**config.mk**
```make
export PLATFORM = sky130hd
export DESIGN_NAME = tws_field_sync
export DESIGN_NICKNAME = d
export VERILOG_FILES = /design/src/shared/tws_pkg.sv /design/src/logic/tws_field_sync.sv
export VERILOG_INCLUDE_DIRS = /design/src /design/src/shared
export SDC_FILE = /design/constraint.sdc
export NUM_CORES = 1
export LEC_CHECK = 0
export BUFFER_PORTS_ARGS = -buffer_cell sky130_fd_sc_hd__buf_2
export CAP_MARGIN = 5
export CORE_AREA = 2 2 39 41
export DETAILED_ROUTE_END_ITERATION = 12
export DIE_AREA = 0 0 41 43
export GPL_TIMING_DRIVEN = 0
export SLEW_MARGIN = 20
export SYNTH_ARGS = -nofsm -noshare
export SYNTH_HDL_FRONTEND = slang
export SYNTH_SLANG_ARGS = --single-unit
```
**constraint.sdc**
```tcl
create_clock -name clock -period 1 [get_ports clock]
set_input_delay 0.2 -clock clock [delete_from_list [all_inputs] [get_ports clock]]
set_output_delay 0.2 -clock clock [all_outputs]
set_load 0.02 [all_outputs]
```
**src/shared/tws_defs.svh**
```systemverilog
`ifndef TWS_DEFS_SVH
`define TWS_DEFS_SVH

// sensitivity step codes (five distinct steps)
`define TWS_STEP_W        3
`define TWS_STEP_LL       3'h0
`define TWS_STEP_LH       3'h1
`define TWS_STEP_HL       3'h2
`define TWS_STEP_HH       3'h3
`define TWS_STEP_OPEN     3'h4

// default signal strength width and step thresholds
`define TWS_RSSI_W        8
`define TWS_THR_LL        8'h20
`define TWS_THR_LH        8'h40
`define TWS_THR_HL        8'h60
`define TWS_THR_HH        8'h80
`define TWS_THR_OPEN      8'h50

// clock and pull-up figures
`define TWS_CLK_HZ        50000000
`define TWS_PULLUP_LEVEL  1'h1

`endif

```
**src/shared/tws_pkg.sv**
```systemverilog
package tws_pkg;

    // state of one sensitivity input pin: driven level or left open
    typedef struct packed {
        logic driven;
        logic level;
    } tws_sense_pin_t;

    typedef struct packed {
        tws_sense_pin_t a;
        tws_sense_pin_t b;
    } tws_sense_t;

    typedef enum logic [0:0] {
        TWS_TX_OFF,
        TWS_TX_ON
    } tws_tx_state_t;

endpackage : tws_pkg

```
**src/logic/tws_field_sync.sv**
```systemverilog
// Notes on behaviour
// RQ1: field_detect_n low when strength exceeds reference.
// RQ2: reference level set from two sense inputs.
// RQ3: four driven combinations give four steps.
// RQ4: both inputs open gives a fifth step.
// RQ5: other reader's power pulse asserts field_detect_n.
// RQ6: controller samples field_detect_n for nearby readers.
// RQ7: controller transmits together or after others.
// RQ8: controller writes by gapping transmitter after pulse.
// RQ9: every written bit has same period.
// RQ10: gap length alone encodes bit value.
// RQ11: controller should make gap lengths adjustable.
// RQ12: gaps measured at tx_on_n, not field.
// RQ13: 2 ms bit, 0.5/1.2 ms gaps nominal.
// RQ14: power stage runs only while tx_on_n low.
// RQ15: tx_on_n and tx_power_sel pulled up internally.
// RQ16: controller limits 50 ms reads to 4/s.
// RQ17: controller times gaps with its own counters.
// RQ18: controller synchronises field_detect_n in two stages.
`timescale 1ns/1ps
`default_nettype none
`include "tws_defs.svh"

module tws_field_sync #(
    parameter int RSSI_W = `TWS_RSSI_W
) (
    input  wire logic                clock,
    input  wire logic                rst,
    input  wire logic [RSSI_W-1:0]   rssi,
    input  wire tws_pkg::tws_sense_t sense,
    input  wire logic                tx_on_n_in,
    input  wire logic                tx_on_n_oe,
    input  wire logic                tx_power_sel_in,
    input  wire logic                tx_power_sel_oe,
    output logic                     field_detect_n,
    output logic                     tx_power_en,
    output logic                     tx_high_power,
    output logic [`TWS_STEP_W-1:0]   sense_step
);

    // one sensitivity step per driven combination, plus the open one
    localparam int NUM_STEPS = 5;

    typedef logic [`TWS_STEP_W-1:0] tws_step_t;

    // thresholds are fixed 8-bit constants, the strength path must match
    generate
        if (RSSI_W != `TWS_RSSI_W)
        begin : g_bad_width
            $error("tws_field_sync: RSSI_W must equal threshold width");
        end
    endgenerate

    generate
        if (NUM_STEPS > (1 << `TWS_STEP_W))
        begin : g_bad_steps
            $error("tws_field_sync: step code too narrow");
        end
    endgenerate

    // resolve a pin that may be undriven to its pulled-up level
    function automatic logic pulled(input logic val, input logic oe);
        pulled = oe ? val : `TWS_PULLUP_LEVEL;
    endfunction : pulled

    function automatic logic [`TWS_STEP_W-1:0] step_of(
        input tws_pkg::tws_sense_t s);
        if (!s.a.driven && !s.b.driven)
            step_of = `TWS_STEP_OPEN;
        else
            step_of = {1'b0, s.a.level, s.b.level};
    endfunction : step_of

    function automatic logic [RSSI_W-1:0] thr_of(
        input logic [`TWS_STEP_W-1:0] st);
        case (st)
            `TWS_STEP_LL: thr_of = `TWS_THR_LL;
            `TWS_STEP_LH: thr_of = `TWS_THR_LH;
            `TWS_STEP_HL: thr_of = `TWS_THR_HL;
            `TWS_STEP_HH: thr_of = `TWS_THR_HH;
            default:      thr_of = `TWS_THR_OPEN;
        endcase
    endfunction : thr_of

    // sensitivity step group
    tws_step_t              step_d;
    tws_step_t              step_q;

    // detection group
    logic [NUM_STEPS-1:0]   above;
    logic                   det_n_d;
    logic                   det_n_q;

    // transmitter group
    tws_pkg::tws_tx_state_t tx_d;
    tws_pkg::tws_tx_state_t tx_q;
    logic                   hp_d;
    logic                   hp_q;
    logic                   txn;
    logic                   power_on;

    // RQ2 RQ3 RQ4 step select
    always_comb
    begin
        step_d = step_of(sense);
    end

    always_ff @(posedge clock or posedge rst)
    begin
        if (rst)
        begin
            step_q <= `TWS_STEP_OPEN;
        end
        else
        begin
            step_q <= step_d;
        end
    end

    // RQ1 RQ5 one compare per step
    for (genvar g = 0; g < NUM_STEPS; g++)
    begin : g_above
        assign above[g] = (rssi > thr_of(tws_step_t'(g)));
    end

    // RQ1 RQ2 compare against registered step
    always_comb
    begin
        if (step_q < tws_step_t'(NUM_STEPS))
        begin
            det_n_d = !above[step_q];
        end
        else
        begin
            // unused codes fall back to the open step
            det_n_d = !above[`TWS_STEP_OPEN];
        end
    end

    always_ff @(posedge clock or posedge rst)
    begin
        if (rst)
        begin
            det_n_q <= 1'b1;
        end
        else
        begin
            det_n_q <= det_n_d;
        end
    end

    // RQ15 pull-up default on released pins
    always_comb
    begin
        txn  = pulled(tx_on_n_in, tx_on_n_oe);
        hp_d = pulled(tx_power_sel_in, tx_power_sel_oe);
        // RQ14 power stage gating
        case (txn)
            1'b0:    tx_d = tws_pkg::TWS_TX_ON;
            default: tx_d = tws_pkg::TWS_TX_OFF;
        endcase
    end

    always_ff @(posedge clock or posedge rst)
    begin
        if (rst)
        begin
            tx_q <= tws_pkg::TWS_TX_OFF;
            hp_q <= 1'b1;
        end
        else
        begin
            tx_q <= tx_d;
            hp_q <= hp_d;
        end
    end

    // RQ14 stage runs only in the on state
    always_comb
    begin
        case (tx_q)
            tws_pkg::TWS_TX_ON:
            begin
                power_on = 1'b1;
            end
            default:
            begin
                power_on = 1'b0;
            end
        endcase
    end

    assign field_detect_n = det_n_q;
    assign tx_power_en    = power_on;
    assign tx_high_power  = hp_q;
    assign sense_step     = step_q;

endmodule : tws_field_sync

`default_nettype wire

```
# Word-level counts from Yosys, hierarchy flattened
# Index checks and enable logic that the tools add are counted.
# word_totals
elab_cells	24
register_bits	6
# op_classes
muxes	8
n_lt_le_gt_ge	7
reduce_logical	5
# ops
operator	n
8-bit by 7-bit greater-than comparator with 1-bit output, second input constant	3
8-bit by 6-bit greater-than comparator with 1-bit output, second input constant	1
8-bit greater-than comparator, second input constant	1
1-bit two-way mux	6
1-bit zero test	4
3-bit by 4-bit less-than comparator with 1-bit output, second input constant	1
1-bit binary-select mux with 3-bit select	1
3-bit less-than comparator, second input constant	1
3-bit two-way mux	1
1-bit logical AND	1

# Logic depth before layout (Yosys ltp)
# logic_depth
ltp_word	5
ltp_mapped	4
mapped_depth_nobuf	4

# Worst setup path after synthesis
# OpenSTA, ideal clock, no wires.
# synth_timing
path_kind	input port to flip-flop
from	in rssi[0]
to	reg det_n_q, in the netlist field_detect_n
stages	4
path_buffers	0
t_arrival_ps	1157
setup_slack_ps	-218
path_cell_list	or4_4 -> a21o_1 -> a21oi_2 -> a22o_1
# synth_between
elab_chain_cells	5
elab_cells_between_ends	10
cone_classes	order compare (5); mux (3); reduce/logical (2)
# synth_lines
element	line_no	text
start, declared	tws_field_sync.sv:29	input wire logic [RSSI_W-1:0] rssi,
8-bit by 6-bit greater-than comparator with 1-bit output (tied with other cells)	tws_field_sync.sv:123	assign above[g] = (rssi > thr_of(tws_step_t'(g)));
1-bit binary-select mux with 3-bit select	tws_field_sync.sv:131	det_n_d = !above[step_q];
1-bit two-way mux (implied by the code)	tws_field_sync.sv:131	
1-bit zero test	tws_field_sync.sv:131	
1-bit two-way mux *	tws_field_sync.sv:129	if (step_q < tws_step_t'(NUM_STEPS))
net det_n_d	tws_field_sync.sv:91	logic det_n_d;
end signal, assigned	tws_field_sync.sv:148	det_n_q <= det_n_d;
end, declared	tws_field_sync.sv:92	logic det_n_q;
# The timed path passes the listed nets; every way through them passes the cells marked *. The select of a mux whose other input is x is not followed.

# Worst setup path after layout
# layout_timing
from	reg step_q[2], in the netlist sense_step[2]
to	out sense_step[2]
# layout_lines
element	line_no	text
start, declared	tws_field_sync.sv:87	tws_step_t step_q;
start signal, assigned	tws_field_sync.sv:112	step_q <= `TWS_STEP_OPEN;
start signal, assigned	tws_field_sync.sv:116	step_q <= step_d;
end, declared	tws_field_sync.sv:38	output logic [`TWS_STEP_W-1:0] sense_step
# No word-level cell between the ends.

==> flow_summary.toml <==
[hold_path]
hp-start = "sense[3]"
holdPathEnd = "sense_step[2]"
min_delay_path_depth = 2
min_path_type = "in -> reg"

[synthesis]
syn_area_per_cell_um2 = 11.5
ys_types = 15
yosys_warnings = 0
yosysSeqAreaShare_pct = 55.9
synth_nets = 42
synth-seq-cells = 6
synth_cells = 24
syn-cell-area_um2 = 275

[critical_path]
cp-end-kind = "output pin"
cp_slowest_cell = "dfstp_2"
start_kind = "flip-flop"
crit_buf_inv = 1
crit_type = "reg -> out"
reg2reg_slack_ns = -0.08
reg2reg_depth = 4
crit_family = "flip-flops"
path_cells = "buf_6"
max_stage_delay_ns = 0.54
timing.rr.start = "sense_step[1]"
crit_fanout = 2
cp.required_ns = 0.80
cp.arrival_ns = 0.89
r2r_end = "field_detect_n"

[sta]
slew_viol_final = 0
fin_worst_skew_ns = 0.00524
post-route-period-util_pct = 109
fmax_mhz = 916
rsz0062_at_grt = "true"
hold_viol = 0
setup_viol = 4
finalCriticalPeriod_ns = 1.09
slew_headroom_pct = 86.3
tightest_slew_ns = 0.206
setup_slack_ns = -0.0913

[floorplanning]
die_height_um = 43
fp-row-count = 14
ios = 24
start_util_pct = 19.9
core_region_area_um2 = 1380
dieArea_um2 = 1760
die_w_um = 41

[cts]
clock-sinks = 6
cts-root-buf = "clkbuf_4"
clkTransAtPathRegs_ns = 0.05
cts_buffers = 3
cts_max_level = 1
clock_path_buffers = 2
cts_tree = "yes"
worstSkewPairLatency_ns = 0.24

[cells_and_area]
fin_nets = 73
final_util_pct = 36.8
mostFrequentLayoutCells = "18 x buf_2, 5 x buf_6, 4 x nor2b_1"
regArea_um2 = 155
antennaDiodeCount = 0
final_cells = 70
final_common_cell = "buf_2"
fillers = 155
area_delta_synth_final_pct = 85.0
drive_gt1_share_pct = 68.5
multi_input_area_um2 = 129

[routing]
drt_iter0_markers = 1
num_vias = 286
route.detailed.drc = 0
dr.pass1.iters = 3
vias_per_cell = 4.09
wl_per_cell_um = 8.51
drt_wl_total_um = 596
antenna_left = 0

[global_routing]
antenna_found_initial = 0
grt_pass1_wl_um = 945
grt_max_degree = 7
grt_pass1_vias = 290
grt_usage_pct = 8.31
gr-total-overflow = 0

[pwr]
p_leak_nw = 0.252
power_density_nw_per_um2 = 1270
peakVddDrop_v = 0.000449

[place]
place_inst = 63
gp_congestion = 0.601
pre_cts_ws_ns = -0.333
hpwl_um = 489
port_buffers = 23

[run_status]
violations = "setup timing"
status = "complete, but fails checks"

[job]
maxCapViolCount = 0
==> flip-flops by register name, summed over array words and instances (netlist names) <==
name            count
tx_high_power       1
sense_step          3
tx_q                1
field_detect_n      1
==> cells in the mapped netlist <==
master / n / area [um^2]
nand2_1: 1 / 3.75
dfrtp_1: 3 / 75.1
nand2b_1: 1 / 6.26
maj3_1: 1 / 10.0
o21bai_1: 1 / 7.51
o22ai_1: 1 / 6.26
inv_1: 2 / 7.51
nor2b_1: 5 / 31.3
nor2_1: 1 / 3.75
a22o_1: 1 / 8.76
dfstp_2: 3 / 78.8
or4_4: 1 / 11.3
a21o_1: 1 / 7.51
a221oi_1: 1 / 8.76
a21oi_2: 1 / 8.76
==> cell families after synthesis <==
| group | after synthesis | share of synthesized area [%] |
|---|---|---|
| AND/OR/NAND/NOR | 9 | 20.5 |
| flip-flops | 6 | 55.9 |
| adder cells (fa/ha/maj) | 1 | 3.64 |
| buffers and inverters | 2 | 2.73 |
| AO/OA/AOI/OAI | 6 | 17.3 |
==> worst max path at each step <==
stage          depth (start not counted)     startpoint             end
3_5_place_dp                           5        rssi[0]  field_detect_n
5_1_grt                                4  sense_step[0]  field_detect_n
3_3_place_gp                           5        rssi[0]  field_detect_n
2_1_floorplan                          4        rssi[0]  field_detect_n
4_1_cts                                1  sense_step[2]   sense_step[2]
6_report                               1  sense_step[2]   sense_step[2]
==> repair_timing <==
item / in CTS / in global routing
hold buffers: 1 / 0
pin swaps: 4 / 1
buffers inserted: 2 / 0
setup endpoints to repair: 6 / 6
hold endpoints to repair: 3 / 0
gates resized for setup: 13 / 1
==> worst reg2reg max path: cells and delay by family (launching register included) <==
family	cells	cell delay, ns
flip-flops	1	0.38
adder cells (fa/ha/maj)	1	0.29
buffers and inverters	1	0.06
AO/OA/AOI/OAI	2	0.29
==> metal layers <==
metal / track usage (%) / up-vias / wire, um
met5: 0 / - / 0
met4: 10.0 / 0 / 0
met3: 1.57 / 0 / 53
met2: 12.2 / 12 / 331
met1: 8.28 / 131 / 211
li1: - / 143 / -
==> through the flow <==
stage                     total power, W  area, um^2  hold slack, ns  TNS (ns)
after floorplan                 0.000328         277         -0.0113    -0.173
after global placement          0.000380         412           0.111    -0.333
after detailed placement        0.000382         412           0.117    -0.333
after CTS                       0.000664         503          0.0757    -0.364
after global routing            0.000690         509          0.0882    -0.496
final                           0.000647         509          0.0870    -0.303
==> cell type report <==
type | count | share of cell area (%)
repair buffers | 26 | 33.7
flip-flops and latches | 6 | 30.5
multi-input cells | 16 | 25.3
clock buffers | 4 | 5.16
well taps | 16 | 3.93
inverters | 2 | 1.47
==> where the power goes <==
part / switching [W] / internal, W / total, W / leakage (nW)
Combinational: 0.0000589 / 0.0000806 / 0.000139 / 0.169
Clock: 0.0000838 / 0.000151 / 0.000235 / 0.0150
Sequential: 0.00000911 / 0.000264 / 0.000273 / 0.0677
Total: 0.000152 / 0.000495 / 0.000647 / 0.252
(Power assumes the default switching activity.)
